## src/spg_cfg.svh

```systemverilog
// constants for the serial pad gate control block
`ifndef SPG_CFG_SVH
`define SPG_CFG_SVH

// register byte address on the wishbone bus
`define SPG_GATE_ADDR 8'h00
// width of the control register as seen by software
`define SPG_REG_W 16
// reset value of the control register
`define SPG_GATE_RESET 16'h0000
// implemented gating bits
`define SPG_GATE_MASK 16'h0F00
// gating bits that exist only with the second serial port
`define SPG_PORT_B_MASK 16'h0C00
// field positions
`define SPG_BIT_A_CLOCK 8
`define SPG_BIT_A_DATA 9
`define SPG_BIT_B_CLOCK 10
`define SPG_BIT_B_DATA 11
// number of gated pad channels and the lowest gating bit
`define SPG_CHANNELS 4
`define SPG_GATE_LSB 8
// byte lane that carries the gating bits
`define SPG_GATE_LANE 1

`endif

```

## src/unused_placeholder_removed.sv

```systemverilog
// reserved: holds no logic of the serial pad gate control block

```

## src/spg_pkg.sv

```systemverilog
// types shared by the serial pad gate control block
package spg_pkg;

  // one classic wishbone request from the master
  typedef struct packed {
    logic cyc;
    logic stb;
    logic we;
    logic [7:0] adr;
    logic [3:0] sel;
    logic [31:0] dat;
  } spg_wb_req_type;

  // one serial output on its way to a pad
  typedef struct packed {
    logic out;
    logic oe;
  } spg_pad_type;

endpackage

```

## src/spg_gate_ctrl.sv

```systemverilog
// serial pad gate control: wishbone register gating two serial ports' pads
//
// Register access over Wishbone and the register addresses were decided locally.
`timescale 1ns/100ps
`include "spg_cfg.svh"

module spg_gate_ctrl #(
  parameter bit HAS_PORT_B = 1'b1
) (
  // clock and reset
  input wire logic core_clk,
  input wire logic resetn,
  // wishbone slave
  input spg_pkg::spg_wb_req_type wb_req,
  output logic [31:0] wb_dat_o,
  output logic wb_ack_o,
  // serial port outputs before the pads
  input spg_pkg::spg_pad_type port_a_serial_clock,
  input spg_pkg::spg_pad_type port_a_serial_data_out,
  input spg_pkg::spg_pad_type port_b_serial_clock,
  input spg_pkg::spg_pad_type port_b_serial_data_out,
  // pad drivers
  output spg_pkg::spg_pad_type pad_a_clock,
  output spg_pkg::spg_pad_type pad_a_data,
  output spg_pkg::spg_pad_type pad_b_clock,
  output spg_pkg::spg_pad_type pad_b_data
);
  import spg_pkg::*;

  ////////////////////////////////////////////////////////////////////////////
  // register state

  logic [`SPG_REG_W-1:0] serial_pad_gate_control;
  logic [`SPG_REG_W-1:0] impl_mask;
  logic [`SPG_REG_W-1:0] next_gate;
  logic req_live;
  logic wr_take;

  function automatic logic addr_hit(input logic [7:0] adr);
    addr_hit = (adr == `SPG_GATE_ADDR);
  endfunction

  // port b bits vanish on variants without that port
  assign impl_mask = HAS_PORT_B ? `SPG_GATE_MASK : (`SPG_GATE_MASK & ~`SPG_PORT_B_MASK);

  assign req_live = wb_req.cyc & wb_req.stb;
  // the write lands on the edge where the master sees ack
  assign wr_take = req_live & wb_req.we & wb_ack_o & addr_hit(wb_req.adr) & wb_req.sel[`SPG_GATE_LANE];

  // unimplemented bits are never stored, so they cannot leak into a read
  assign next_gate = wb_req.dat[`SPG_REG_W-1:0] & impl_mask;

  ////////////////////////////////////////////////////////////////////////////
  // wishbone slave: ack one cycle after the request, dropped the next

  always_ff @(posedge core_clk or negedge resetn) begin
    if (!resetn) begin
      wb_ack_o <= 1'b0;
    end else begin
      wb_ack_o <= req_live & ~wb_ack_o;
    end
  end

  // unmapped addresses are acked and read zero so a stray access never hangs
  always_ff @(posedge core_clk or negedge resetn) begin
    if (!resetn) begin
      wb_dat_o <= 32'h0000_0000;
    end else if (req_live & ~wb_ack_o & ~wb_req.we & addr_hit(wb_req.adr)) begin
      wb_dat_o <= {16'h0000, serial_pad_gate_control & impl_mask};
    end else begin
      wb_dat_o <= 32'h0000_0000;
    end
  end

  always_ff @(posedge core_clk or negedge resetn) begin
    if (!resetn) begin
      serial_pad_gate_control <= `SPG_GATE_RESET;
    end else if (wr_take) begin
      serial_pad_gate_control <= next_gate;
    end
  end

  ////////////////////////////////////////////////////////////////////////////
  // pad gating, one registered channel per gating bit

  spg_pad_type port_sig [`SPG_CHANNELS];
  spg_pad_type pad_sig [`SPG_CHANNELS];

  assign port_sig[0] = port_a_serial_clock;
  assign port_sig[1] = port_a_serial_data_out;
  assign port_sig[2] = port_b_serial_clock;
  assign port_sig[3] = port_b_serial_data_out;

  generate
    for (genvar ch = 0; ch < `SPG_CHANNELS; ch++) begin : g_chan
      spg_pad_gate u_gate (
        .core_clk(core_clk),
        .resetn(resetn),
        .port_sig(port_sig[ch]),
        .block(serial_pad_gate_control[`SPG_GATE_LSB + ch]),
        .pad(pad_sig[ch])
      );
    end
  endgenerate

  // the pad outputs are the flip-flops inside each gate cell
  assign pad_a_clock = pad_sig[0];
  assign pad_a_data = pad_sig[1];
  assign pad_b_clock = pad_sig[2];
  assign pad_b_data = pad_sig[3];

  logic gate_a_clock_set;
  assign gate_a_clock_set = serial_pad_gate_control[`SPG_BIT_A_CLOCK];
endmodule

```

## src/spg_pad_gate.sv

```systemverilog
// one gated pad channel: passes or blocks a serial output, registered
`timescale 1ns/100ps

module spg_pad_gate
  import spg_pkg::*;
(
  // clock and reset
  input wire logic core_clk,
  input wire logic resetn,
  // from the serial port and the control register
  input spg_pkg::spg_pad_type port_sig,
  input wire logic block,
  // to the pad
  output spg_pkg::spg_pad_type pad
);

  // a blocked channel releases the pad rather than holding it low
  always_ff @(posedge core_clk or negedge resetn) begin
    if (!resetn) begin
      pad <= '0;
    end else if (block) begin
      pad <= '0;
    end else begin
      pad <= port_sig;
    end
  end

endmodule

```

## config.mk

```make
export PLATFORM = sky130hd
export DESIGN_NAME = spg_gate_ctrl
export DESIGN_NICKNAME = d
export VERILOG_FILES = /design/src/unused_placeholder_removed.sv /design/src/spg_pkg.sv /design/src/spg_gate_ctrl.sv /design/src/spg_pad_gate.sv
export VERILOG_INCLUDE_DIRS = /design/src /design/src/src
export SDC_FILE = /design/constraint.sdc
export NUM_CORES = 1
export LEC_CHECK = 0
export BUFFER_PORTS_ARGS = -buffer_cell sky130_fd_sc_hd__buf_2
export CORE_MARGIN = 8
export CORE_UTILIZATION = 33
export DETAILED_ROUTE_END_ITERATION = 8
export PLACE_DENSITY = 0.83
export SYNTH_ARGS = -nofsm -noshare
export SYNTH_HDL_FRONTEND = slang
export SYNTH_SLANG_ARGS = --single-unit
```

## constraint.sdc

```tcl
create_clock -name core_clk -period 1.9 [get_ports core_clk]
set_clock_uncertainty 0.05 [all_clocks]
set_input_delay 0.19 -clock core_clk [delete_from_list [all_inputs] [get_ports core_clk]]
set_output_delay 0.19 -clock core_clk [all_outputs]
set_load 0.05 [all_outputs]
```

==> results of run 1 <==
## worst max-delay path, cell delays in order
cell and delay (ns):
buf_2 0.10, or4_4 0.52, or4_4 0.58, mux2_4 0.32
## metrics by stage
| stage | total power (W) | util [%] |
|---|---|---|
| after floorplan | 0.000592 | - |
| after global routing | 0.000814 | 40.5 |
| after CTS | 0.000778 | 40.5 |
| after global placement | 0.000588 | 39.0 |
| final | 0.000771 | 40.5 |
| after detailed placement | 0.000592 | 39.0 |
## synthesized netlist by cell type
cell type | number | area (um2)
buf_4 | 28 | 210
inv_1 | 2 | 7.51
dfrtp_1 | 17 | 425
nand3b_1 | 1 | 7.51
buf_6 | 1 | 11.3
nor2b_1 | 8 | 50.1
mux2_4 | 4 | 60.1
conb_1 | 1 | 3.75
nor4_1 | 1 | 6.26
and2_1 | 4 | 25.0
or4_1 | 1 | 7.51
nand4_1 | 1 | 6.26
or4_4 | 2 | 22.5
## report_power, final
group	total, W	switching (W)	internal (W)
clock network	0.000184	0.000102	0.0000816
logic	0.000213	0.000181	0.0000326
registers	0.000374	0.00000289	0.000371
total	0.000771	0.000286	0.000485
## cells in the final DEF (no fill, tap or decap), drive strengths merged
cell         netlist  layout
buf               29      39
mux2               4       4
inv                2       2
or4                3       3
conb               1      28
nor4               1       1
clkbuf             0       4
dfrtp             17      17
nand3b             1       1
nand4              1       1
nor2b              8       8
dlygate4sd3        0       1
and2               4       4
## path summary, 6_finish.rpt
| check | from | to | slack [ns] | depth (start not counted) |
|---|---|---|---|---|
| worst min register to register | serial_pad_gate_control[11] | g_chan[3].u_gate.pad[0] | 0.43 | 1 |
| max in group asynchronous | resetn | g_chan[2].u_gate.pad[0] | 1.26 | 2 |
| worst max-delay path | wb_req[37] | serial_pad_gate_control[11] | 0.32 | 4 |
| worst min-delay path | port_b_serial_data_out[0] | g_chan[3].u_gate.pad[0] | 0.07 | 2 |
| min in group asynchronous | resetn | serial_pad_gate_control[9] | 0.28 | 2 |
| worst max register to register | wb_ack_o | serial_pad_gate_control[11] | 0.50 | 3 |
## registers in the layout, indices dropped and copies added, names as in the netlist
signal                   count
wb_dat_o                     4
g_chan.u_gate.pad            8
wb_ack_o                     1
serial_pad_gate_control      4
## routing by layer
| metal | track usage (%) | wire length [um] | up-vias |
|---|---|---|---|
| li1 | - | - | 251 |
| met1 | 7.82 | 656 | 256 |
| met2 | 14.8 | 853 | 49 |
| met3 | 2.52 | 209 | 8 |
| met4 | 6.93 | 76 | 0 |
| met5 | 0 | 0 | - |
## final cells by class
type | count | area [um2]
Clock buffer | 4 | 26.3
Fill cell | 245 | 1460
Tap cell | 30 | 37.5
Multi-Input combinational cell | 50 | 290
Sequential cell | 17 | 425
Inverter | 2 | 7.51
Timing Repair Buffer | 40 | 208
## kinds of logic after synthesis
family | Yosys count
other | 1
buffers and inverters | 31
muxes | 4
and+or+nand+nor | 18
DFF | 17
==> flow_summary.json, run 1 <==
{
  "initial_utilization_pct": 34.4,
  "cts_resized": 0,
  "drive_above_1_share_pct": 42.5,
  "clk_latency_ns": 0.29,
  "root_buffer": "clkbuf_4",
  "grt_usage_pct": 8.42,
  "finalHoldWorstSlack_ns": 0.0676,
  "dp_hpwl_mm": 1.60,
  "syn_area_um2": 843,
  "netlist_instances": 71,
  "clk_pin_slew_ns": 0.08,
  "max_cap_viol_count": 0,
  "rows": 18,
  "min_period_ns": 1.58,
  "synth_cell_type_count": 13,
  "tns_ns": 0,
  "wl_per_cell_um": 12.6,
  "peakVddDrop_mv": 0.372,
  "stdcell_count": 143,
  "synth.ff_latch_count": 17,
  "status": "finished, final reports clean",
  "hold_violations": 0,
  "syn_avg_cell_area_um2": 11.9,
  "vias_per_cell": 3.94,
  "cts_tree": "yes",
  "die_x_um": 66.6,
  "yosysWarnings": 0,
  "drtAntennaViolNets": 0,
  "cts.htree.levels": 1,
  "nNetsFinal": 171,
  "grt_pass1_wl_mm": 2.86,
  "antenna_cells": 0,
  "fmax_mhz": 632,
  "gp_congestion": 0.759,
  "dieArea_um2": 4430,
  "hold_buffers": 1,
  "synth_fa_ha_area_share_pct": 0,
  "vias": 564,
  "postCtsSetupBuffers": 0,
  "grt_start_max_net_pins": 18,
  "cp.required_ns": 2.02,
  "coreArea_um2": 2450,
  "gr-total-overflow": 0,
  "leakagePower_nw": 0.584,
  "startpoint_type": "input pin",
  "grt_pass1_vias": 697,
  "dpl_cell_area_um2": 958,
  "cp-end-kind": "flop",
  "drtIter0Drc": 10,
  "slew_viol_final": 0,
  "cts_sinks": 17,
  "criticalPathCategory": "in2reg",
  "fin_ws_ns": 0.319,
  "drc": 0,
  "dieHeight_um": 66.6,
  "hold_path.class": "in2reg",
  "cp_max_fo": 4,
  "synth-simple-area-share_pct": 14.8,
  "clk_path_buf_depth": 2,
  "area_growth_pct": 18.0,
  "dp_cells": 138,
  "arrival_ns": 1.70,
  "synth_xor_area_share_pct": 0,
  "routed_wl_mm": 1.80,
  "cts_buffers": 3,
  "synthMuxAreaShare_pct": 7.12,
  "power_density_nw_per_um2": 776,
  "rsz0062_at_grt": "false",
  "finalSetupViolCount": 0,
  "numPortBuffers": 38,
  "place_ws_ns": 0.0124,
  "synth_compound_area_share_pct": 0,
  "seq_area_frac_synth_pct": 50.4,
  "synth_top_family_by_area": "buffers and inverters",
  "antenna_found_initial": 0,
  "ioPinCount": 98,
  "final_area_um2": 995,
  "finalCritPeriodShare_pct": 83.2,
  "drtPass1Iterations": 2
}
Note: power is estimated with default switching activity, not from simulation.
==> run 2: changes to the inputs <==
==> constraint.sdc (replaced) <==
create_clock -name core_clk -period 1.6 [get_ports core_clk]
set_clock_uncertainty 0.05 [all_clocks]
set_input_delay 0.16 -clock core_clk [delete_from_list [all_inputs] [get_ports core_clk]]
set_output_delay 0.16 -clock core_clk [all_outputs]
set_load 0.05 [all_outputs]
==> run 2 against run 1 <==
Compared with the run above: cell count unchanged; flip-flop and latch count unchanged; die area unchanged; wire length down 3.1%; sequential share of layout area unchanged.
==> flow_summary.json, run 2 (synthesis results as in run 1) <==
{
  "status": "finished, final reports clean",
  "wl_per_cell_um": 12.2,
  "drtPass1Iterations": 4,
  "fin_total_pwr_w": 0.000906,
  "dp_hpwl_mm": 1.56,
  "critPathLaunch": "wb_req[37]",
  "reg.largest.list": "g_chan.u_gate.pad (8), serial_pad_gate_control (4), wb_dat_o (4)",
  "drtAntennaViolNets": 0,
  "area_growth_pct": 18.0,
  "max_cap_viol_count": 0,
  "fill_cells": 236,
  "r2r_cells": 3,
  "drc": 0,
  "peakVddDrop_mv": 0.509,
  "r2r_slack_ns": 0.17,
  "hold_violations": 0,
  "clk_latency_ns": 0.28,
  "numPortBuffers": 38,
  "postCtsSetupBuffers": 0,
  "cp.required_ns": 1.72,
  "fin_util_pct": 40.5,
  "cp-endpoint": "serial_pad_gate_control[9]",
  "dieHeight_um": 66.6,
  "vias": 553,
  "hold_path.class": "in2reg",
  "drtIter0Drc": 12,
  "layout_commonest_cell": "buf_2",
  "dp_cells": 138,
  "multiInputGateArea_um2": 290,
  "clk_path_buf_depth": 2,
  "combPwrFrac_pct": 27.8,
  "p_clk_share_pct": 23.1,
  "cts_tree": "yes",
  "ioPinCount": 98,
  "criticalPathCategory": "in2reg",
  "rsz0062_at_grt": "false",
  "routed_wl_mm": 1.74,
  "cp-end-kind": "flop",
  "vias_per_cell": 3.87,
  "mostFrequentLayoutCells": "38 x buf_2, 28 x conb_1, 17 x dfrtp_1",
  "r2r-start": "wb_ack_o",
  "gp_congestion": 0.749,
  "fmax_mhz": 640,
  "initial_utilization_pct": 34.4,
  "cp_max_fo": 4,
  "grt_usage_pct": 7.86,
  "min_period_ns": 1.56,
  "root_buffer": "clkbuf_4",
  "stdcell_count": 143,
  "place_ws_ns": -0.268,
  "largest_reg_flops": 8,
  "cts_sinks": 17,
  "dieArea_um2": 4430,
  "seqCellArea_um2": 425,
  "antenna_found_initial": 0,
  "swShare_pct": 36.4,
  "slew_viol_final": 0,
  "seq_power_share_pct": 49.1,
  "finalSetupViolCount": 0,
  "startpoint_type": "input pin",
  "grt_pass1_wl_mm": 2.75,
  "finalCritPeriodShare_pct": 97.7,
  "die_x_um": 66.6,
  "hold_buffers": 1,
  "grt_pass1_vias": 639,
  "arrival_ns": 1.68,
  "cts.htree.levels": 1,
  "leakagePower_nw": 0.584,
  "coreArea_um2": 2450,
  "rows": 18,
  "switching_power_w": 0.000330,
  "fin_ws_ns": 0.0366,
  "grt_start_max_net_pins": 18,
  "top_register": "g_chan.u_gate.pad",
  "cts_resized": 0,
  "nNetsFinal": 171,
  "antenna_cells": 0,
  "gr-total-overflow": 0,
  "drive_above_1_share_pct": 42.5,
  "power.internal_w": 0.000576,
  "tns_ns": 0,
  "cts_buffers": 3,
  "worst_hold_startpoint": "port_a_serial_clock[0]",
  "power_density_nw_per_um2": 910,
  "rr_endpoint": "serial_pad_gate_control[9]",
  "clk_pin_slew_ns": 0.09
}
run 2: cell type report:
| cell class | count | share of cell area, % |
|---|---|---|
| repair buffers | 40 | 20.9 |
| well taps | 30 | 3.77 |
| clock buffers | 4 | 2.64 |
| multi-input cells | 50 | 29.2 |
| inverters | 2 | 0.755 |
| flip-flops and latches | 17 | 42.8 |
run 2: worst min-delay path by stage:
stage	slack, ns	depth (start not counted)	to
2_1_floorplan	-0.19	0	g_chan[0].u_gate.pad[0]
3_3_place_gp	0.03	1	g_chan[2].u_gate.pad[1]
3_5_place_dp	0.04	1	g_chan[1].u_gate.pad[0]
4_1_cts	0.04	2	g_chan[0].u_gate.pad[0]
5_1_grt	0.04	2	serial_pad_gate_control[11]
6_report	0.04	2	g_chan[0].u_gate.pad[0]
run 2: layer usage:
metal | wire [um] | GRT usage (%)
met1 | 680 | 8.69
met2 | 872 | 13.7
met3 | 171 | 2.18
met4 | 15 | 3.20
met5 | 0 | 0
run 2: stage by stage:
step / hold slack, ns / cell area (um2)
after floorplan: -0.186 / 945
after global placement: 0.0305 / 958
after detailed placement: 0.0441 / 958
after CTS: 0.0352 / 995
after global routing: 0.0435 / 995
final: 0.0440 / 995
run 2: worst max-delay path: stages:
cell	delay, ns
buf_2	0.10
or4_4	0.52
or4_4	0.58
mux2_4	0.32
run 2: power groups by stage:
stage                     registers (W)  logic, W  clock network, W
after floorplan                0.000496  0.000207                 0
after global placement         0.000453  0.000246                 0
after detailed placement       0.000453  0.000248                 0
after CTS                      0.000444  0.000250          0.000223
after global routing           0.000446  0.000265          0.000243
final                          0.000444  0.000252          0.000210
==> run 3: changes to the inputs <==
--- a/config.mk
+++ b/config.mk
@@ -9,7 +9,9 @@
 export BUFFER_PORTS_ARGS = -buffer_cell sky130_fd_sc_hd__buf_2
 export CORE_MARGIN = 8
 export CORE_UTILIZATION = 33
+export CTS_BUF_LIST = sky130_fd_sc_hd__clkbuf_4 sky130_fd_sc_hd__clkbuf_8 sky130_fd_sc_hd__clkbuf_16
 export DETAILED_ROUTE_END_ITERATION = 8
+export GPL_TIMING_DRIVEN = 0
 export PLACE_DENSITY = 0.83
 export SYNTH_ARGS = -nofsm -noshare
 export SYNTH_HDL_FRONTEND = slang
==> run 3 against run 2 <==
Compared with the run above: worst hold slack worse by 0.0021 ns; combinational power up 23%; wire length up 9.1%; fmax down 0.67%; highest routed layer unchanged; critical path type unchanged; non-clock buffer count up 27; clock power up 10%; sequential share of layout area down 7.5 points.
==> flow_summary.json, run 3 (synthesis results as in run 1) <==
{
  "clk_path_buf_depth": 2,
  "grt_pass1_wl_mm": 3.03,
  "hold_path.class": "in2reg",
  "min_to": "g_chan[3].u_gate.pad[1]",
  "leakagePower_nw": 0.735,
  "cts_sinks": 17,
  "criticalPathCategory": "in2reg",
  "drtAntennaViolNets": 0,
  "arrival_ns": 1.69,
  "die_x_um": 66.6,
  "tns_ns": 0,
  "antenna_found_initial": 0,
  "postCtsSetupBuffers": 0,
  "rsz0062_at_grt": "false",
  "dp_hpwl_mm": 1.69,
  "startpoint_type": "input pin",
  "area_growth_pct": 43.2,
  "cp_max_fo": 4,
  "r2r_slack_ns": 0.20,
  "drtPass1Iterations": 2,
  "peakVddDrop_mv": 0.470,
  "drive_above_1_share_pct": 55.0,
  "dieArea_um2": 4430,
  "layout_commonest_cell": "buf_2",
  "clk_latency_ns": 0.28,
  "fin_ws_ns": 0.0260,
  "grt_usage_pct": 8.57,
  "cts.htree.levels": 1,
  "drc": 0,
  "dieHeight_um": 66.6,
  "reg.largest.list": "g_chan.u_gate.pad (8), serial_pad_gate_control (4), wb_dat_o (4)",
  "slew_viol_final": 0,
  "routed_wl_mm": 1.90,
  "largest_reg_flops": 8,
  "grt_start_max_net_pins": 18,
  "r2r-start": "wb_ack_o",
  "cpMaxStageDelayCell": "or4_1",
  "finalCritPeriodShare_pct": 98.4,
  "vias_per_cell": 3.72,
  "cp.required_ns": 1.71,
  "gp_congestion": 0.757,
  "cp_top_family": "simple AND/OR/NAND/NOR gates",
  "crit_path_max_incr_delay_ns": 0.56,
  "clk_pin_slew_ns": 0.09,
  "power_density_nw_per_um2": 815,
  "gr-total-overflow": 0,
  "cts_tree": "yes",
  "hold_violations": 0,
  "whs_path_depth": 2,
  "grt_pass1_vias": 721,
  "nNetsFinal": 198,
  "crit_chain": "buf_2 -> or4_1 -> or4_4 -> mux2_4",
  "wl_per_cell_um": 11.2,
  "finalSetupViolCount": 0,
  "max_cap_viol_count": 0,
  "place_ws_ns": -0.315,
  "coreArea_um2": 2450,
  "mostFrequentLayoutCells": "38 x buf_2, 28 x buf_4, 28 x conb_1",
  "cp_num_buf_inv": 1,
  "fmax_mhz": 635,
  "cp-end-kind": "flop",
  "ioPinCount": 98,
  "fill_cells": 237,
  "worst_hold_startpoint": "port_b_serial_data_out[1]",
  "critPathLaunch": "wb_req[41]",
  "rows": 18,
  "root_buffer": "clkbuf_4",
  "status": "finished, final reports clean",
  "vias": 633,
  "min_period_ns": 1.57,
  "rr_endpoint": "serial_pad_gate_control[8]",
  "antenna_cells": 0,
  "numPortBuffers": 38,
  "cts_buffers": 3,
  "path_depth": 4,
  "drtIter0Drc": 17,
  "initial_utilization_pct": 34.4,
  "top_register": "g_chan.u_gate.pad",
  "r2r_cells": 3
}
## run 3: where the power goes
group          internal (W)  total (W)  switching [W]
logic             0.0000856   0.000309       0.000223
clock network      0.000114   0.000231       0.000118
registers          0.000441   0.000444     0.00000336
## run 3: worst max path at each step
stage	end	slack, ns
6_report	serial_pad_gate_control[8]	0.03
5_1_grt	serial_pad_gate_control[10]	0.02
4_1_cts	serial_pad_gate_control[10]	0.04
3_5_place_dp	serial_pad_gate_control[10]	-0.31
3_3_place_gp	serial_pad_gate_control[11]	-0.31
2_1_floorplan	serial_pad_gate_control[10]	-0.19
## run 3: worst reg2reg max path, cell delays in order, from the launching register on
cell and delay, ns:
dfrtp_1 0.37, nand4_1 0.08, or4_4 0.48, mux2_4 0.31
## run 3: layout make-up
type	instances	area [um2]	share of cell area, %
sequential	17	425	35.2
multi-input combinational	50	297	24.6
buffer	28	210	17.4
timing repair buffer	39	200	16.6
tap	30	37.5	3.11
clock buffer	4	30.0	2.49
inverter	2	7.51	0.622
## run 3: timing repair
item | in CTS | in global routing
hold buffers | 1 | 0
setup endpoints to repair | 4 | 4
endpoints found under the hold margin | 17 | 0
resized for setup | 0 | 1
## run 3: metrics by stage
stage	hold WS (ns)	utilization, %	instances	area (um2)	total power (W)
CTS	0.0421	48.9	170	1200	0.000985
global placement	0.0318	47.8	166	1170	0.000752
global route	0.0367	49.2	170	1210	0.00104
finish	0.0419	49.2	170	1210	0.000984
detailed placement	0.0419	47.8	166	1170	0.000755
floorplan	-0.186	-	98	945	0.000703
## run 3: metal layers
layer | track usage [%] | share of wire, %
met1 | 7.87 | 34
met2 | 15.3 | 47
met3 | 4.87 | 18
met4 | 3.20 | 0.42
met5 | 0 | 0
